## src/rtl/liutj_map.svh

```systemverilog
`ifndef LIUTJ_MAP_SVH
`define LIUTJ_MAP_SVH

// ==========================================================================
// Register offsets on the host port
`define LIUTJ_ADDR_TX_TEST      8'h02
`define LIUTJ_ADDR_LINE_JIT     8'h03
`define LIUTJ_ADDR_STATUS       8'h10

// ==========================================================================
// Reset values
`define LIUTJ_TX_TEST_RESET     8'h00
`define LIUTJ_LINE_JIT_RESET    8'h00

// ==========================================================================
// transmit_test_control fields
`define LIUTJ_FORCE_ALL_ONES_N  7
`define LIUTJ_AUTO_ALL_ONES     6
`define LIUTJ_ALTERNATING       5
`define LIUTJ_PSEUDO_RANDOM     4
`define LIUTJ_LOOP_CODE         3
`define LIUTJ_LINE_IF_RESET     2
`define LIUTJ_VIOLATION_INSERT  1
`define LIUTJ_ERROR_INSERT      0

// ==========================================================================
// line_jitter_control fields
`define LIUTJ_BUILD_OUT_HI      7
`define LIUTJ_BUILD_OUT_LO      5
`define LIUTJ_EQ_GAIN_LIMIT     4
`define LIUTJ_ATTEN_PATH        3
`define LIUTJ_ATTEN_DEPTH       2
`define LIUTJ_ATTEN_DISABLE     1
`define LIUTJ_TX_POWER_DOWN     0

// ==========================================================================
// Carrier loss thresholds (consecutive zeros), buffer depths and ones counted before a violation
`define LIUTJ_LOSS_E1           12'h0FF
`define LIUTJ_LOSS_T1           12'h0C0
`define LIUTJ_LOSS_ALT_E1       12'h800
`define LIUTJ_LOSS_ALT_T1       12'h608
`define LIUTJ_DEPTH_LONG        8'h80
`define LIUTJ_DEPTH_SHORT       8'h20
`define LIUTJ_BPV_ONES          2'h2

`endif

```

## src/rtl/liutj_pkg.sv

```systemverilog
package liutj_pkg;

  // Transmit pattern sources, highest priority first
  typedef enum logic [2:0] {
    SRC_FORCE,
    SRC_AUTO,
    SRC_ALT,
    SRC_PRBS,
    SRC_LOOP,
    SRC_DATA
  } liutj_src_e;

endpackage

```

## src/rtl/liutj_fifo.sv

```systemverilog
`timescale 1ns/1ns
module liutj_fifo #(
  parameter int WIDTH = 1,
  parameter int DEPTH = 32
) (
  input  wire logic             clock,
  input  wire logic             reset,
  input  wire logic [WIDTH-1:0] inData,
  input  wire logic             inValid,
  output logic                  inReady,
  output logic      [WIDTH-1:0] outData,
  output logic                  outValid,
  input  wire logic             outReady
);

  localparam int AW = $clog2(DEPTH);

  logic [WIDTH-1:0] mem [DEPTH];
  logic [AW-1:0]    wrPtr_ff;
  logic [AW-1:0]    rdPtr_ff;
  logic [AW:0]      count_ff;
  logic             push;
  logic             pop;

  assign inReady  = (count_ff != (AW+1)'(DEPTH));
  assign outValid = (count_ff != '0);
  assign push     = inValid && inReady;
  assign pop      = outValid && outReady;
  assign outData  = mem[rdPtr_ff];

  always_ff @(posedge clock) begin
    if (push) begin
      mem[wrPtr_ff] <= inData;
    end
  end

  always_ff @(posedge clock) begin
    if (reset) begin
      wrPtr_ff <= '0;
      rdPtr_ff <= '0;
      count_ff <= '0;
    end else begin
      if (push) begin
        wrPtr_ff <= (wrPtr_ff == AW'(DEPTH-1)) ? '0 : wrPtr_ff + 1'b1;
      end
      if (pop) begin
        rdPtr_ff <= (rdPtr_ff == AW'(DEPTH-1)) ? '0 : rdPtr_ff + 1'b1;
      end
      count_ff <= count_ff + (AW+1)'(push) - (AW+1)'(pop);
    end
  end

endmodule

```

## src/rtl/liutj_prbs.sv

```systemverilog
`timescale 1ns/1ns
module liutj_prbs (
  input  wire logic clock,
  input  wire logic reset,
  input  wire logic stepEn,
  input  wire logic modeT1,
  output logic      patternBit
);

  // E1: 15-stage sequence; T1: 20-stage with long zero runs suppressed
  logic [19:0] lfsr_ff;
  logic        feedback;
  logic        lockup;

  assign lockup   = modeT1 ? (lfsr_ff == '0) : (lfsr_ff[14:0] == '0);
  assign feedback = lockup | (modeT1 ? (lfsr_ff[19] ^ lfsr_ff[16])
                                     : (lfsr_ff[14] ^ lfsr_ff[13]));
  assign patternBit = modeT1 ? (lfsr_ff[19] | (lfsr_ff[18:5] == '0))
                             : lfsr_ff[14];

  always_ff @(posedge clock) begin
    if (reset) begin
      lfsr_ff <= 20'h00001;
    end else if (stepEn) begin
      lfsr_ff <= {lfsr_ff[18:0], feedback};
    end
  end

endmodule

```

## src/rtl/liutj_top.sv

```systemverilog
// Contract
// - Force bit 0 sends unframed all ones
// - Force bit resets to all-ones state
// - Forced ones timed by attenuator clock
// - Auto ones on carrier loss when enabled
// - Alternating 1010 timed by transmit clock
// - PRBS 2^15-1 in E1, QRSS in T1
// - Loop code repeats code definition registers
// - Reset bit rise resets recovery, recentres buffer
// - Violation on third of next three consecutive ones
// - Error bit rise inverts one bit
// - Three build-out bits select pulse shape
// - Gain-limit bit selects equalizer sensitivity
// - Path bit: receive at 0, transmit 1
// - Depth bit: 128 bits at 0, 32 at 1
// - Disable bit bypasses jitter attenuator
// - Power-down bit tri-states line outputs
// - Carrier loss on 255/192 or 2048/1544 zeros
`timescale 1ns/1ns
`include "liutj_map.svh"

module liutj_top
  import liutj_pkg::*;
#(
  parameter int FIFO_DEPTH = 32
) (
  input  wire logic       clock,
  input  wire logic       reset,
  input  wire logic [7:0] hostAddr,
  input  wire logic       hostWrite,
  input  wire logic       hostRead,
  input  wire logic [7:0] hostWrData,
  output logic      [7:0] hostRdData,
  input  wire logic       modeT1,
  input  wire logic       lossAltCriterion,
  input  wire logic       txClockEn,
  input  wire logic       attenClockEn,
  input  wire logic [7:0] txCodeDef1,
  input  wire logic [7:0] txCodeDef2,
  input  wire logic       txDataIn,
  input  wire logic       txDataValid,
  output logic            txDataReady,
  input  wire logic       rxBitIn,
  input  wire logic       rxBitEn,
  output logic            receiveCarrierLoss,
  output logic            lineOutTip,
  output logic            lineOutRing,
  output logic            lineOutEnable,
  output logic            lineInterfaceResetPulse,
  output logic      [2:0] buildOutSel,
  output logic            equalizerGainLimit,
  output logic            attenuatorPathSel,
  output logic      [7:0] attenuatorDepth,
  output logic            attenuatorDisable,
  output logic            transmitPowerDown
);

  // ========================================================================
  // Declarations
  logic [7:0]  txTest_ff;
  logic [7:0]  lineJit_ff;
  logic [7:0]  hostRdData_ff;
  logic        lirstPulse_ff;
  logic        bpvPending_ff;
  logic        errPending_ff;
  logic [1:0]  onesRun_ff;
  logic        lastMarkPos_ff;
  logic        tip_ff;
  logic        ring_ff;
  logic        lineEn_ff;
  logic        altPhase_ff;
  logic [3:0]  loopIdx_ff;
  logic [11:0] zeroCount_ff;
  logic        carrierLoss_ff;
  logic        wrTxTest;
  logic        wrLineJit;
  logic [7:0]  riseBits;
  logic [7:0]  nxt_rdData;
  liutj_src_e  nxt_src;
  logic        tick;
  logic        rawBit;
  logic        txBit;
  logic        violation;
  logic        markPos;
  logic        prbsBit;
  logic        fifoBit;
  logic        fifoValid;
  logic        fifoReady;
  logic [15:0] loopCode;
  logic [11:0] lossLimit;
  logic [11:0] zeroNext;

  // ========================================================================
  // Host register writes
  assign wrTxTest  = hostWrite && (hostAddr == `LIUTJ_ADDR_TX_TEST);
  assign wrLineJit = hostWrite && (hostAddr == `LIUTJ_ADDR_LINE_JIT);
  // Only bits that go from stored 0 to written 1 count as edges
  assign riseBits  = hostWrData & ~txTest_ff;

  always_ff @(posedge clock) begin
    if (reset) begin
      txTest_ff <= `LIUTJ_TX_TEST_RESET;
    end else if (wrTxTest) begin
      txTest_ff <= hostWrData;
    end
  end

  always_ff @(posedge clock) begin
    if (reset) begin
      lineJit_ff <= `LIUTJ_LINE_JIT_RESET;
    end else if (wrLineJit) begin
      lineJit_ff <= hostWrData;
    end
  end

  // ========================================================================
  // Host register reads
  always_comb begin
    case (hostAddr)
      `LIUTJ_ADDR_TX_TEST:  nxt_rdData = txTest_ff;
      `LIUTJ_ADDR_LINE_JIT: nxt_rdData = lineJit_ff;
      `LIUTJ_ADDR_STATUS:   nxt_rdData = {4'h0, ~txDataReady,
                                          bpvPending_ff, errPending_ff,
                                          carrierLoss_ff};
      default:              nxt_rdData = 8'h00;
    endcase
  end

  always_ff @(posedge clock) begin
    if (reset) begin
      hostRdData_ff <= 8'h00;
    end else if (hostRead) begin
      hostRdData_ff <= nxt_rdData;
    end
  end
  assign hostRdData = hostRdData_ff;

  // ========================================================================
  // Line interface reset
  // A bit held at 1 gives no new edge, so software must write 0 first
  always_ff @(posedge clock) begin
    if (reset) begin
      lirstPulse_ff <= 1'b0;
    end else begin
      lirstPulse_ff <= wrTxTest && riseBits[`LIUTJ_LINE_IF_RESET];
    end
  end
  assign lineInterfaceResetPulse = lirstPulse_ff;

  // ========================================================================
  // Line and attenuator controls
  assign buildOutSel        = lineJit_ff[`LIUTJ_BUILD_OUT_HI:
                                         `LIUTJ_BUILD_OUT_LO];
  assign equalizerGainLimit = lineJit_ff[`LIUTJ_EQ_GAIN_LIMIT];
  assign attenuatorPathSel  = lineJit_ff[`LIUTJ_ATTEN_PATH];
  assign attenuatorDisable  = lineJit_ff[`LIUTJ_ATTEN_DISABLE];
  assign transmitPowerDown  = lineJit_ff[`LIUTJ_TX_POWER_DOWN];
  assign attenuatorDepth    = lineJit_ff[`LIUTJ_ATTEN_DEPTH]
                              ? `LIUTJ_DEPTH_SHORT
                              : `LIUTJ_DEPTH_LONG;

  // ========================================================================
  // Receive carrier loss
  always_comb begin
    case ({lossAltCriterion, modeT1})
      2'b00:   lossLimit = `LIUTJ_LOSS_E1;
      2'b01:   lossLimit = `LIUTJ_LOSS_T1;
      2'b10:   lossLimit = `LIUTJ_LOSS_ALT_E1;
      2'b11:   lossLimit = `LIUTJ_LOSS_ALT_T1;
      default: lossLimit = `LIUTJ_LOSS_E1;
    endcase
  end

  // Saturates at the limit so a long outage cannot wrap and clear loss
  assign zeroNext = (zeroCount_ff >= lossLimit) ? zeroCount_ff
                                                : zeroCount_ff + 12'h001;

  always_ff @(posedge clock) begin
    if (reset) begin
      zeroCount_ff   <= 12'h000;
      carrierLoss_ff <= 1'b0;
    end else if (rxBitEn) begin
      if (rxBitIn) begin
        zeroCount_ff   <= 12'h000;
        carrierLoss_ff <= 1'b0;
      end else begin
        zeroCount_ff   <= zeroNext;
        carrierLoss_ff <= (zeroNext >= lossLimit);
      end
    end
  end
  assign receiveCarrierLoss = carrierLoss_ff;

  // ========================================================================
  // Pattern source selection
  always_comb begin
    if (!txTest_ff[`LIUTJ_FORCE_ALL_ONES_N]) begin
      nxt_src = SRC_FORCE;
    end else if (txTest_ff[`LIUTJ_AUTO_ALL_ONES] && carrierLoss_ff) begin
      nxt_src = SRC_AUTO;
    end else if (txTest_ff[`LIUTJ_ALTERNATING]) begin
      nxt_src = SRC_ALT;
    end else if (txTest_ff[`LIUTJ_PSEUDO_RANDOM]) begin
      nxt_src = SRC_PRBS;
    end else if (txTest_ff[`LIUTJ_LOOP_CODE]) begin
      nxt_src = SRC_LOOP;
    end else begin
      nxt_src = SRC_DATA;
    end
  end

  // All-ones runs off the attenuator clock so it survives a dead
  // transmit clock; every other source follows the transmit clock
  always_comb begin
    case (nxt_src)
      SRC_FORCE: tick = attenClockEn;
      SRC_AUTO:  tick = attenClockEn;
      default:   tick = txClockEn;
    endcase
  end

  // ========================================================================
  // Pattern generators
  always_ff @(posedge clock) begin
    if (reset) begin
      altPhase_ff <= 1'b1;
    end else if (tick && nxt_src == SRC_ALT) begin
      altPhase_ff <= ~altPhase_ff;
    end
  end

  liutj_prbs u_prbs (
    .clock      (clock),
    .reset      (reset),
    .stepEn     (tick && nxt_src == SRC_PRBS),
    .modeT1     (modeT1),
    .patternBit (prbsBit)
  );

  assign loopCode = {txCodeDef1, txCodeDef2};

  // Code restarts from its first bit each time loop mode is entered
  always_ff @(posedge clock) begin
    if (reset) begin
      loopIdx_ff <= 4'hF;
    end else if (nxt_src != SRC_LOOP) begin
      loopIdx_ff <= 4'hF;
    end else if (tick) begin
      loopIdx_ff <= loopIdx_ff - 4'h1;
    end
  end

  // ========================================================================
  // Transmit data buffer
  assign fifoReady = tick && (nxt_src == SRC_DATA);

  liutj_fifo #(
    .WIDTH (1),
    .DEPTH (FIFO_DEPTH)
  ) u_fifo (
    .clock    (clock),
    .reset    (reset),
    .inData   (txDataIn),
    .inValid  (txDataValid),
    .inReady  (txDataReady),
    .outData  (fifoBit),
    .outValid (fifoValid),
    .outReady (fifoReady)
  );

  // ========================================================================
  // Bit mux and error insertion
  always_comb begin
    case (nxt_src)
      SRC_FORCE: rawBit = 1'b1;
      SRC_AUTO:  rawBit = 1'b1;
      SRC_ALT:   rawBit = altPhase_ff;
      SRC_PRBS:  rawBit = prbsBit;
      SRC_LOOP:  rawBit = loopCode[loopIdx_ff];
      SRC_DATA:  rawBit = fifoValid & fifoBit;
      default:   rawBit = 1'b1;
    endcase
  end

  assign txBit = rawBit ^ errPending_ff;

  // New rising write wins over consumption in the same cycle
  always_ff @(posedge clock) begin
    if (reset) begin
      errPending_ff <= 1'b0;
    end else if (wrTxTest && riseBits[`LIUTJ_ERROR_INSERT]) begin
      errPending_ff <= 1'b1;
    end else if (tick) begin
      errPending_ff <= 1'b0;
    end
  end

  // ========================================================================
  // Bipolar violation insertion
  assign violation = bpvPending_ff && txBit &&
                     (onesRun_ff == `LIUTJ_BPV_ONES);
  assign markPos   = violation ? lastMarkPos_ff : ~lastMarkPos_ff;

  always_ff @(posedge clock) begin
    if (reset) begin
      bpvPending_ff <= 1'b0;
    end else if (wrTxTest && riseBits[`LIUTJ_VIOLATION_INSERT]) begin
      bpvPending_ff <= 1'b1;
    end else if (tick && violation) begin
      bpvPending_ff <= 1'b0;
    end
  end

  // Ones are counted only once armed, so older ones never count
  always_ff @(posedge clock) begin
    if (reset) begin
      onesRun_ff <= 2'h0;
    end else if (!bpvPending_ff ||
                 (wrTxTest && riseBits[`LIUTJ_VIOLATION_INSERT])) begin
      onesRun_ff <= 2'h0;
    end else if (tick) begin
      onesRun_ff <= txBit ? onesRun_ff + 2'h1 : 2'h0;
    end
  end

  // ========================================================================
  // Line encoder and driver
  always_ff @(posedge clock) begin
    if (reset) begin
      lastMarkPos_ff <= 1'b0;
    end else if (tick && txBit) begin
      lastMarkPos_ff <= markPos;
    end
  end

  always_ff @(posedge clock) begin
    if (reset) begin
      tip_ff  <= 1'b0;
      ring_ff <= 1'b0;
    end else if (transmitPowerDown) begin
      tip_ff  <= 1'b0;
      ring_ff <= 1'b0;
    end else if (tick) begin
      tip_ff  <= txBit && markPos;
      ring_ff <= txBit && !markPos;
    end
  end

  always_ff @(posedge clock) begin
    if (reset) begin
      lineEn_ff <= 1'b1;
    end else begin
      lineEn_ff <= !transmitPowerDown;
    end
  end

  assign lineOutTip    = tip_ff;
  assign lineOutRing   = ring_ff;
  assign lineOutEnable = lineEn_ff;

endmodule

```

## config.mk

```make
export PLATFORM = sky130hd
export DESIGN_NAME = liutj_top
export DESIGN_NICKNAME = d
export VERILOG_FILES = /design/src/rtl/liutj_pkg.sv /design/src/rtl/liutj_fifo.sv /design/src/rtl/liutj_prbs.sv /design/src/rtl/liutj_top.sv
export VERILOG_INCLUDE_DIRS = /design/src /design/src/rtl
export SDC_FILE = /design/constraint.sdc
export NUM_CORES = 1
export LEC_CHECK = 0
export BUFFER_PORTS_ARGS = -buffer_cell sky130_fd_sc_hd__buf_2
export CAP_MARGIN = 0
export CORE_ASPECT_RATIO = 1.1
export CORE_MARGIN = 2
export CORE_UTILIZATION = 53
export CTS_CLUSTER_DIAMETER = 60
export CTS_CLUSTER_SIZE = 10
export DETAILED_ROUTE_END_ITERATION = 8
export GPL_ROUTABILITY_DRIVEN = 0
export PLACE_DENSITY = 0.87
export SLEW_MARGIN = 25
export SYNTH_ARGS = -nofsm -noshare
export SYNTH_HDL_FRONTEND = slang
export SYNTH_SLANG_ARGS = --single-unit
```

## constraint.sdc

```tcl
create_clock -name clock -period 4 [get_ports clock]
set_clock_uncertainty 0.2 [all_clocks]
set_input_delay 0.4 -clock clock [delete_from_list [all_inputs] [get_ports clock]]
set_output_delay 0.4 -clock clock [all_outputs]
set_load 0.01 [all_outputs]
```

# Word level (Yosys, flattened, before mapping)
# Memories as Yosys holds them, arrays and structs flattened. A register that Yosys moved wholly into a read port is not among the register bits.
# Cells that the tools add are included.
# classes
n_eq_ne,16
n_mux,30
n_reduce_logical,33
n_bitwise,11
add_sub_neg,7
n_lt_le_gt_ge,3
# ops
operator,count
$pmux 12 s4,1
$ge 12x12->1,2
$mux 12,2
$pmux 8 s3,1
$logic_not 20->1,1
$mux 5,4
$logic_and 1x1->1,17
$eq 8x2->1 const B,2
$logic_not 15->1,1
$logic_not 14->1,1
$mux 1,14
$add 12x1->12 const B,1
$mux 3,4
$add 5x1->5 const B,2
$eq 5x5->1 const B,2
$eq 8x5->1 const B,1
$mux 8,1
$reduce_or 2->1,4
$add 6x1->6,1
$eq 2x2->1 const B,3
$eq 3x2->1 const B,2
$eq 3x3->1 const B,2
$ne 6x6->1 const B,1
$reduce_bool 6->1,1
21 further kinds,29
# totals
n_memories,1
regBits,87
mem_bits_rw,32
out_inout_bits,29
wordCells,120
# memory_table
name,words,word_bits,rd,rd_clocked_by_memory_dff,write_ports,line_no,text
u_fifo.mem,32,1,1,1,1,liutj_fifo.sv:18,logic [WIDTH-1:0] mem [DEPTH];

# Logic depth before layout (Yosys ltp)
# Gate-level depths: netlist (run 1).
# logic_depth
depth_word,13
depth_mapped,18

# Modules after synthesis
# Synthesis (run 1) repeated with hierarchy kept, for this count alone.
# unflattened
cells_unflattened,695
area_unflattened_um2,6656.4
# by_module_without_submodules
module,n_inst,area_per_inst_um2,cells_each,seq_area_each_um2
liutj_top,1,3314.4,386,1021.0
liutj_fifo,1,2529.9,225,1381.3
liutj_prbs,1,812.0,84,400.4

# Worst setup path before layout (run 1)
# No wires, ideal clock.
# synth_path
path_kind,input -> register
from,input modeT1
to,register carrierLoss_ff (netlist: receiveCarrierLoss)
setup_slack_ns,0.161
arrival_time_ns,3.518
path_stages,18
setup_time_ns,0.121
t_required_ns,3.679
n_path_buf,0
cell_sequence,inv_1 -> ha_1 -> inv_1 -> ha_1 -> a211oi_1 -> nor2_1 -> o31a_1 -> nor4b_4 -> nand3_1 -> xnor2_1 -> ha_1 -> a21o_1 -> a21oi_1 -> a21o_1 -> a31oi_1 -> a21oi_1 -> o21a_1 -> o21ai_0
# synth_between
elab_chain_len,6
# synth_rtl
element,line_no,text
start: declaration,liutj_top.sv:34,"input wire logic modeT1,"
$eq 2x2->1 (tied with other cells),liutj_top.sv:165,"case ({lossAltCriterion, modeT1})"
$pmux 12 s4 (*),liutj_top.sv:165,
$ge 12x12->1,liutj_top.sv:175,assign zeroNext = (zeroCount_ff >= lossLimit) ? zeroCount_ff
$mux 12,liutj_top.sv:175,
$ge 12x12->1 (*),liutj_top.sv:188,carrierLoss_ff <= (zeroNext >= lossLimit);
$mux 1 (*),liutj_top.sv:183,if (rxBitIn) begin
end signal: assignment,liutj_top.sv:188,
end: declaration,liutj_top.sv:74,logic carrierLoss_ff;
# Mark *: on every way between the ends. The rest lies on a longest branch, timed or not. The select of a mux whose other input is x is not followed.
# A chain may end at the register's enable or synchronous reset.

# Final worst setup path (run 1)
# layout_path
from,input lossAltCriterion
to,register carrierLoss_ff (netlist: receiveCarrierLoss)
# layout_between
elab_chain_len,6
# layout_rtl
element,line_no,text
start: declaration,liutj_top.sv:35,"input wire logic lossAltCriterion,"
$eq 2x2->1 (tied with other cells),liutj_top.sv:165,
$pmux 12 s4 (*),liutj_top.sv:165,
$ge 12x12->1,liutj_top.sv:175,
$mux 12,liutj_top.sv:175,
$ge 12x12->1 (*),liutj_top.sv:188,
$mux 1 (*),liutj_top.sv:183,
# Marks and branches as above.

==> results of run 1 <==
[final cells by class]
type | instances | area [um2] | area share, %
sequential | 124 | 2803 | 36.76
tap | 154 | 192.7 | 2.527
timing repair buffer | 79 | 427.9 | 5.612
inverter | 31 | 116.4 | 1.526
clock inverter | 6 | 130.1 | 1.707
clock buffer | 26 | 509.2 | 6.679
multi-input combinational | 483 | 3446 | 45.19
[state kept, by name (all words and copies together) (netlist names), 2 cells and up, named ones only]
signal and cells:
hostRdData 8, lineJit_ff 8, loopIdx_ff 4, onesRun_ff 2, txTest_ff 8, u_fifo.count_ff 6
u_fifo.mem 32, u_fifo.rdPtr_ff 5, u_fifo.wrPtr_ff 5, u_prbs.lfsr_ff 20, zeroCount_ff 12
[placed cells by master (no fill, tap or decap), types with 11 or more instances in the layout]
cell / Yosys / final
a21oi_1: 34 / 34
buf_2: 4 / 66
buf_4: 7 / 13
clkbuf_16: 0 / 17
dfxtp_1: 92 / 92
edfxtp_1: 32 / 32
ha_1: 44 / 44
inv_1: 30 / 30
mux2i_1: 40 / 40
mux4_2: 12 / 12
nand2_1: 25 / 25
nand3_1: 24 / 24
nor2_1: 109 / 109
o21ai_0: 24 / 24
xnor2_1: 11 / 11
[cells by family (layout without fill, tap and decap cells)]
logic type / Yosys count / after routing / synth area share, %
AND/OR/NAND/NOR: 238 / 238 / 18.31
AO/OA/AOI/OAI: 113 / 113 / 10.91
multiplexers: 63 / 63 / 12.21
flip-flops: 124 / 124 / 43.09
buffers and inverters: 65 / 142 / 4.232
other: 1 / 6 / 0.05765
XOR/XNOR: 18 / 18 / 2.424
adder cells (fa/ha/maj): 45 / 45 / 8.771
[path summary, 6_finish.rpt]
check / to / slack, ns / depth (start not counted)
worst min register to register: hostRdData[6] / 0.26 / 2
worst max register to register: receiveCarrierLoss / 0.34 / 14
worst min-delay path: txTest_ff[6] / 0.05 / 3
worst max-delay path: receiveCarrierLoss / 0.30 / 18
[worst max-delay path: cells and delay by family]
| family | cells | cell delay (ns) |
|---|---|---|
| AND/OR/NAND/NOR | 5 | 0.67 |
| buffers and inverters | 4 | 0.53 |
| adder cells (fa/ha/maj) | 3 | 0.75 |
| multiplexers | 1 | 0.35 |
| AO/OA/AOI/OAI | 5 | 1.11 |
[power groups by stage]
stage	registers, mW	logic [mW]	clock network (mW)
3_3_place_gp	1.37	0.356	0
2_1_floorplan	1.36	0.274	0
6_report	1.34	0.393	1.64
3_5_place_dp	1.37	0.373	0
4_1_cts	1.34	0.391	1.65
5_1_grt	1.35	0.442	1.71
[repair_timing]
action | CTS | global route
hold buffers | 0 | 0
setup endpoints to repair | 0 | 1
setup buffers | 0 | 1
[per-layer routing]
layer  vias to the layer above  GRT usage [%]
li1                       2528              -
met3                        37          5.930
met4                         0          11.08
met5                         -              0
met2                       167          38.62
met1                      2539          27.25
[stage by stage]
| stage | worst slack, ns | hold WS [ns] | utilization, % | TNS [ns] | power (mW) |
|---|---|---|---|---|---|
| CTS | 0.3357 | 0.03647 | 63.58 | 0 | 3.389 |
| floorplan | 0.1607 | 0.2499 | - | 0 | 1.638 |
| detailed placement | -0.09669 | 0.2541 | 58.24 | -0.09669 | 1.741 |
| global route | 0.003869 | 0.06508 | 63.64 | 0 | 3.501 |
| finish | 0.3025 | 0.04776 | 63.64 | 0 | 3.374 |
| global placement | 0.07385 | 0.2539 | 58.24 | 0 | 1.723 |
==> metrics.yaml, run 1 <==
clock_tree:
  cts_made_buffers: 17
  cts_tree: "yes"
  cts.repair.resized: 0
  clk_path_buf_depth: 2
  cts-htree-levels: 4
  clkSinkCount: 124
  clkTransAtPathRegs_ns: 0.05
  cts_root_buffer: "clkbuf_16"
  clock_latency_ns: 0.41
pwr:
  switching_power_uw: 770.9
  pwr-share-seq_pct: 39.9
  comb_power_share_pct: 11.6
  p_clk_share_pct: 48.5
  power.density_nw_per_um2: 442.5
  peakVddDrop_v: 0.0002759
  netSwitchingFraction_pct: 22.85
  internal-power_mw: 2.603
  leakagePower_nw: 3.114
yosys:
  synthCells: 667
  async_reset_ff_share_pct: 0
  yosysWarnings: 0
  avgSynthCellArea_um2: 9.753
  synth-edff-count: 32
  synth_common_cells: "109 x nor2_1, 92 x dfxtp_1, 44 x ha_1, 40 x mux2i_1, 34 x a21oi_1"
  synth_area_leaders: "dfxtp_1 28%, edfxtp_1 15%, ha_1 8.5%, nor2_1 6.3%, mux2i_1 6.2%"
  ys_types: 64
  synth.most_common_cell: "nor2_1"
  synth_top_area_share_pct: 28.31
  synthFlopType: "dfxtp_1"
  syn_area_um2: 6505
  synth-seq-cells: 124
  synth-seq-area-share_pct: 43.09
  yosysTopAreaCell: "dfxtp_1"
die:
  rows: 42
  die_y_um: 120.2
  die_x_um: 109.6
  initial_utilization_pct: 54.29
  io_pins: 73
  core_um2: 11980
  dieArea_um2: 13180
route:
  drt-met1-wl_um: 6042
  drcViolationCount: 0
  wl_um: 14520
  dr.pass1.iters: 5
  vias: 5271
  drt_iter0_markers: 251
  ant_nets: 0
  top_layer: "met4"
  viasPerCell: 5.837
  wire_per_inst_um: 16.08
  met3_length_um: 848
  dr_wl_met2_um: 7257
sta:
  hold_viol_final: 0
  tightestPinTransition_ns: 0.9812
  min_period_ns: 3.698
  finalSetupViolCount: 0
  rsz0062_at_grt: "no"
  drv_slew: 0
  slew_headroom_pct: 34.58
  clock.fmax_ghz: 0.2705
  fin_crit_sh_pct: 92.44
worst_hold_path:
  min_from: "hostWrData[6]"
  worstHoldPathType: "input port to flip-flop"
cells_and_area:
  instances_no_fill: 903
  n_antenna_cell: 0
  layout.nets: 825
  num-fill-cells: 880
  final_cell_area_um2: 7625
  layout-drive-gt1-share_pct: 18.42
  syn2layout_area_growth_pct: 17.21
global_routing:
  antenna_found_initial: 0
  grt_use_total_pct: 23.05
  gr-total-overflow: 0
  grt_pass1_wl_um: 23930
  grt_max_degree: 54
  grt_pass1_vias: 5227
run_status:
  outcome: "finished, final reports clean"
placed_design:
  numPortBuffers: 66
  hpwl_um: 9621
  dpl.cell_count: 870
  placed_area_um2: 6978
critical_path:
  reg2reg_from: "zeroCount_ff[5]"
  crit_path_start: "lossAltCriterion"
  slowest_delay_ns: 0.40
  crit_fanout: 6
  worst-setup-path-type: "input port to flip-flop"
  worstSetupEndpointType: "flip-flop"
  cp-start-kind: "input port"
  cp_slowest_cell: "o31a_1"
  crit_required_ns: 4.14
  arrival_ns: 3.83
  crit_chain: "buf_2 > inv_1 > ha_1 > inv_1 > ha_1 > a211oi_1 > nor2_1 > o31a_1 > buf_4 > nor2_1 > mux2_2 > ha_1 > nor2_1 > or3_1 > a32o_1 > nand2_1 > a31oi_1 > o21ai_0"
job:
  max_cap_violations: 0
Power figures use the tool's default switching activity.
==> run 2: changes to the inputs <==
--- a/config.mk
+++ b/config.mk
@@ -8,14 +8,16 @@
 export LEC_CHECK = 0
 export BUFFER_PORTS_ARGS = -buffer_cell sky130_fd_sc_hd__buf_2
 export CAP_MARGIN = 0
+export CELL_PAD_IN_SITES_DETAIL_PLACEMENT = 0
+export CELL_PAD_IN_SITES_GLOBAL_PLACEMENT = 1
 export CORE_ASPECT_RATIO = 1.1
 export CORE_MARGIN = 2
-export CORE_UTILIZATION = 53
+export CORE_UTILIZATION = 35
 export CTS_CLUSTER_DIAMETER = 60
 export CTS_CLUSTER_SIZE = 10
 export DETAILED_ROUTE_END_ITERATION = 8
 export GPL_ROUTABILITY_DRIVEN = 0
-export PLACE_DENSITY = 0.87
+export PLACE_DENSITY = 0.77
 export SLEW_MARGIN = 25
 export SYNTH_ARGS = -nofsm -noshare
 export SYNTH_HDL_FRONTEND = slang
==> run 2 against run 1 <==
Net effect:
- first-iteration DRC count fell by 22%
- design area grew 1.5%
- final cell count rose by 10%
- via count is 5.6% lower
- critical path depth is the same
- power decreased by 1.7%
- critical path type unchanged
- setup slack improved by 0.13 ns
- utilization fell by 21 points
- non-clock buffer count is 4 higher
==> metrics.yaml, run 2 (synthesis gave the netlist of run 1 again) <==
run_status:
  outcome: "finished, final reports clean"  # unchanged
clock_tree:
  cts.repair.resized: 0  # unchanged
  clkTransAtPathRegs_ns: 0.05  # about the same
  cts_made_buffers: 17  # unchanged
  clock_latency_ns: 0.42  # was 0.41 ns
  cts_root_buffer: "clkbuf_16"  # unchanged
  cts_tree: "yes"  # unchanged
  cts-htree-levels: 4  # unchanged
  clk_path_buf_depth: 2  # unchanged
  ctsHoldBuffers: 0  # unchanged
  clkSinkCount: 124  # unchanged
  post_cts_buffers: 0  # unchanged
cells_and_area:
  final_cell_mix: "109 x nor2_1, 92 x dfxtp_1, 66 x buf_2"  # unchanged
  fin_util_pct: 42.33  # was 63.64%
  largest_register_ffs: 32  # unchanged
  syn2layout_area_growth_pct: 18.97  # was 17.21%
  layout-drive-gt1-share_pct: 18.73  # was 18.42%
  final_cell_area_um2: 7739  # was 7625 um2
  layout_commonest_cell: "nor2_1"  # unchanged
  top_regs: "u_fifo.mem (32), u_prbs.lfsr_ff (20), zeroCount_ff (12)"  # unchanged
  num-fill-cells: 1801  # was 880
  layout.nets: 829  # was 825
  instances_no_fill: 997  # was 903
  regMostFlops: "u_fifo.mem"  # unchanged
critical_path:
  worst-setup-path-type: "input port to flip-flop"  # unchanged
  worstSetupEndpointType: "flip-flop"  # unchanged
  crit_fanout: 5  # was 6
  cp-start-kind: "input port"  # unchanged
  crit_required_ns: 4.14  # about the same
  arrival_ns: 3.71  # was 3.83 ns
global_routing:
  grt_use_total_pct: 15.10  # was 23.05%
  antenna_found_initial: 1  # was 0
  gr-total-overflow: 0  # unchanged
  grt_pass1_wl_um: 23780  # was 23930 um
  grt_pass1_vias: 4761  # was 5227
  grt_max_degree: 33  # was 54
pwr:
  leakagePower_nw: 3.105  # was 3.114 nW
  peakVddDrop_v: 0.0003289  # was 0.0002759 V
  power.density_nw_per_um2: 428.7  # was 442.5 nW/um2
die:
  io_pins: 73  # unchanged
  dieArea_um2: 19690  # was 13180 um2
  die_x_um: 134.0  # was 109.6 um
  initial_utilization_pct: 35.58  # was 54.29%
  die_y_um: 147.0  # was 120.2 um
  core_um2: 18280  # was 11980 um2
  rows: 52  # was 42
route:
  wl_um: 14310  # was 14520 um
  wire_per_inst_um: 14.35  # was 16.08 um
  viasPerCell: 4.992  # was 5.837
  ant_nets: 0  # unchanged
  vias: 4977  # was 5271
  drt_iter0_markers: 195  # was 251
  drcViolationCount: 0  # unchanged
  dr.pass1.iters: 4  # was 5
placed_design:
  numPortBuffers: 66  # unchanged
  hpwl_um: 10360  # was 9621 um
  dpl.cell_count: 964  # was 870
  placed_area_um2: 7127  # was 6978 um2
job:
  max_cap_violations: 0  # unchanged
sta:
  rsz0062_at_grt: "no"  # unchanged
  finalSetupViolCount: 0  # unchanged
  setup-tns-final_ns: 0  # unchanged
  hold_viol_final: 0  # unchanged
  fin_crit_sh_pct: 89.22  # was 92.44%
  slew_headroom_pct: 46.74  # was 34.58%
  clock.fmax_ghz: 0.2802  # was 0.2705 GHz
  drv_slew: 0  # unchanged
  tightestPinTransition_ns: 0.7767  # was 0.9812 ns
  min_period_ns: 3.569  # was 3.698 ns
worst_hold_path:
  worstHoldPathType: "input port to flip-flop"  # unchanged
-- run 2: cell types whose count changed in the layout (fill, tap and decap cells not counted) --
cell,delta
clkbuf_8,-5
clkinvlp_4,+3
clkinv_2,-1
clkinv_4,+1
diode_2,+1
buf_4,+4
inv_6,+1
clkbuf_1,+1
-- run 2: metal layers --
| metal | up-vias | GRT usage (%) | part of all wire (%) |
|---|---|---|---|
| met3 | 22 | 4.244 | 4.8 |
| met4 | 0 | 5.000 | 1.7 |
| met2 | 99 | 24.36 | 47 |
| met5 | - | 0 | 0 |
| li1 | 2541 | - | - |
| met1 | 2315 | 19.53 | 46 |
-- run 2: power by group --
| group | switching (mW) | internal (mW) | leakage (nW) | total, mW |
|---|---|---|---|---|
| clock network | 0.558 | 1.04 | 0.285 | 1.60 |
| logic | 0.217 | 0.158 | 1.79 | 0.375 |
| registers | 0.0209 | 1.32 | 1.03 | 1.34 |
| total | 0.796 | 2.52 | 3.11 | 3.32 |
-- run 2: metrics by stage --
step | power [mW] | setup WS [ns] | hold WS [ns]
2_1_floorplan | 1.638 | 0.1607 | 0.2499
3_3_place_gp | 1.739 | 0.09526 | 0.2582
3_5_place_dp | 1.746 | 0.02952 | 0.2659
4_1_cts | 3.356 | 0.4559 | 0.02689
5_1_grt | 3.474 | 0.05501 | 0.04138
6_report | 3.318 | 0.4312 | 0.03907
-- run 2: worst max-delay path, cell delays in order --
cell and delay [ns]:
buf_2 0.11, inv_1 0.09, ha_1 0.20, inv_1 0.12
ha_1 0.31, a211oi_1 0.20, nor2_1 0.09, o31a_1 0.33
buf_4 0.18, nor2_1 0.14, mux2_2 0.36, ha_1 0.29
nor2_1 0.05, or3_1 0.30, a32o_1 0.20, nand2_1 0.08
a31oi_1 0.10, o21ai_0 0.16
-- run 2: worst paths after layout --
kind	depth (start not counted)	end	slack, ns	from
setup reg to reg	14	receiveCarrierLoss	0.56	zeroCount_ff[6]
setup / recovery	18	receiveCarrierLoss	0.43	modeT1
hold / removal	3	lineJit_ff[4]	0.04	hostWrData[4]
hold reg to reg	2	onesRun_ff[0]	0.28	onesRun_ff[0]
-- run 2: area by class of cell --
class / count / area (um2) / share of cell area, %
sequential: 124 / 2803 / 36.22
timing repair buffer: 83 / 457.9 / 5.918
clock inverter: 10 / 165.2 / 2.134
tap: 243 / 304.0 / 3.929
inverter: 31 / 116.4 / 1.504
antenna: 1 / 2.502 / 0.03234
clock buffer: 22 / 444.2 / 5.740
multi-input combinational: 483 / 3446 / 44.53
==> run 3: changes to the inputs <==
--- a/config.mk
+++ b/config.mk
@@ -10,7 +10,6 @@
 export CAP_MARGIN = 0
 export CELL_PAD_IN_SITES_DETAIL_PLACEMENT = 0
 export CELL_PAD_IN_SITES_GLOBAL_PLACEMENT = 1
-export CORE_ASPECT_RATIO = 1.1
 export CORE_MARGIN = 2
 export CORE_UTILIZATION = 35
 export CTS_CLUSTER_DIAMETER = 60
==> run 3 against run 2 <==
Net effect:
- highest routed layer unchanged
- critical path depth rose by 1
- critical path type unchanged
- utilization rose by 0.072 points
- sequential share of layout area rose by 0.33 points
- critical endpoint unchanged
- wire length fell by 3.9%
==> metrics.yaml, run 3 (synthesis gave the netlist of run 1 again) <==
run_status:
  outcome: "finished, final reports clean"  # unchanged
pwr:
  p_clk_share_pct: 46.2  # was 48.3%
  switching_power_uw: 838.6  # was 795.9 uW
  leakagePower_nw: 3.097  # was 3.105 nW
  internal-power_mw: 2.343  # was 2.522 mW
  netSwitchingFraction_pct: 26.36  # was 23.99%
  p_total_mw: 3.182  # was 3.318 mW
  power.density_nw_per_um2: 414.9  # was 428.7 nW/um2
  pwr-share-seq_pct: 42.1  # was 40.4%
  comb_power_share_pct: 11.7  # was 11.3%
  peakVddDrop_v: 0.0003289  # about the same
sta:
  finalSetupViolCount: 0  # unchanged
  clock.fmax_ghz: 0.2708  # was 0.2802 GHz
  fin_crit_sh_pct: 92.31  # was 89.22%
  rsz0062_at_grt: "no"  # unchanged
  hold_viol_final: 0  # unchanged
  tightestPinTransition_ns: 0.8127  # was 0.7767 ns
  slew_headroom_pct: 44.27  # was 46.74%
  holdWs_ns: 0.03547  # was 0.03907 ns
  worst_slack_ns: 0.3075  # was 0.4312 ns
  drv_slew: 0  # unchanged
  min_period_ns: 3.693  # was 3.569 ns
die:
  rows: 49  # was 52
  io_pins: 73  # unchanged
  die_y_um: 140.3  # was 147.0 um
  die_x_um: 140.3  # was 134.0 um
  initial_utilization_pct: 35.97  # was 35.58%
  dieArea_um2: 19690  # about the same
  core_um2: 18090  # was 18280 um2
clock_tree:
  clkTransAtPathRegs_ns: 0.06  # was 0.05 ns
  cts_made_buffers: 17  # unchanged
  cts_tree: "yes"  # unchanged
  clock_latency_ns: 0.42  # about the same
  clkSinkCount: 124  # unchanged
  cts-htree-levels: 4  # unchanged
  clk_path_buf_depth: 2  # unchanged
  ctsHoldBuffers: 0  # unchanged
  cts_root_buffer: "clkbuf_16"  # unchanged
  cts.repair.resized: 0  # unchanged
  post_cts_buffers: 0  # unchanged
cells_and_area:
  syn2layout_area_growth_pct: 17.89  # was 18.97%
  layout.nets: 828  # was 829
  largest_register_ffs: 32  # unchanged
  top_regs: "u_fifo.mem (32), u_prbs.lfsr_ff (20), zeroCount_ff (12)"  # unchanged
  fin_util_pct: 42.40  # was 42.33%
  layout-drive-gt1-share_pct: 19.28  # was 18.73%
  layout_commonest_cell: "nor2_1"  # unchanged
  final_cell_mix: "109 x nor2_1, 92 x dfxtp_1, 66 x buf_2"  # unchanged
  instances_no_fill: 981  # was 997
  regMostFlops: "u_fifo.mem"  # unchanged
  n_antenna_cell: 0  # was 1
route:
  viasPerCell: 5.082  # was 4.992
  dr.pass1.iters: 5  # was 4
  wl_um: 13750  # was 14310 um
  vias: 4985  # was 4977
  drt_iter0_markers: 293  # was 195
  drcViolationCount: 0  # unchanged
  ant_nets: 0  # unchanged
  wire_per_inst_um: 14.02  # was 14.35 um
job:
  max_cap_violations: 0  # unchanged
critical_path:
  worst-setup-path-type: "input port to flip-flop"  # unchanged
  crit_path_start: "modeT1"  # unchanged
  crit_required_ns: 4.11  # was 4.14 ns
  worstSetupEndpointType: "flip-flop"  # unchanged
  reg2reg_from: "zeroCount_ff[10]"  # was zeroCount_ff[6]
  rrSetupSlack_ns: 0.40  # was 0.56 ns
  cp-start-kind: "input port"  # unchanged
  crit_fanout: 7  # was 5
  arrival_ns: 3.80  # was 3.71 ns
global_routing:
  grt_max_degree: 81  # was 33
  gr-total-overflow: 0  # unchanged
  grt_pass1_wl_um: 22970  # was 23780 um
  grt_pass1_vias: 4746  # was 4761
  grt_use_total_pct: 14.42  # was 15.10%
  antenna_found_initial: 0  # was 1
placed_design:
  pre_cts_slack_ns: -0.06670  # was 0.02952 ns
  hpwl_um: 9850  # was 10360 um
  dpl.cell_count: 949  # was 964
  numPortBuffers: 66  # unchanged
worst_hold_path:
  worstHoldPathType: "input port to flip-flop"  # unchanged
  min_from: "hostWrData[4]"  # unchanged
## run 3: final timing paths
kind                        end  cells past startpoint
min               lineJit_ff[4]                      3
max reg2reg  receiveCarrierLoss                     15
max          receiveCarrierLoss                     19
min reg2reg       onesRun_ff[1]                      2
## run 3: per-stage QoR
| step | cell area, um2 | TNS (ns) |
|---|---|---|
| after floorplan | 6524 | 0 |
| after global placement | 7102 | -0.002839 |
| after detailed placement | 7102 | -0.06670 |
| after CTS | 7669 | 0 |
| after global routing | 7669 | 0 |
| final | 7669 | 0 |
## run 3: area by class of cell
class                      instances  area [um2]
timing repair buffer              82       450.4
multi-input combinational        483        3446
inverter                          31       116.4
fill                            1768       10420
clock inverter                    15       141.4
tap                              229       286.5
sequential                       124        2803
clock buffer                      17       425.4
## run 3: power groups by stage
stage | registers [mW] | logic (mW) | clock network (mW)
after global placement | 1.37 | 0.371 | 0
after global routing | 1.34 | 0.427 | 1.56
after CTS | 1.34 | 0.376 | 1.50
final | 1.34 | 0.371 | 1.47
after floorplan | 1.36 | 0.274 | 0
after detailed placement | 1.37 | 0.374 | 0
## run 3: worst max-delay path, stage by stage
cell and delay (ns):
buf_2 0.10, buf_4 0.15, ha_1 0.19, inv_1 0.14
ha_1 0.27, a21o_1 0.18, a21oi_1 0.26, o21ai_1 0.29
nor4b_4 0.35, nand3_1 0.14, xnor2_1 0.15, ha_1 0.30
a21o_1 0.16, a21oi_1 0.19, a21o_1 0.16, a31oi_1 0.04
a21oi_1 0.13, o21a_1 0.13, o21ai_0 0.07
## run 3: per-layer routing
metal	share of wire (%)	vias up	global-route usage, %
li1	-	2537	-
met1	50	2318	19.29
met2	44	107	22.19
met3	4.4	23	3.761
met4	2.0	0	5.954
met5	0	-	0
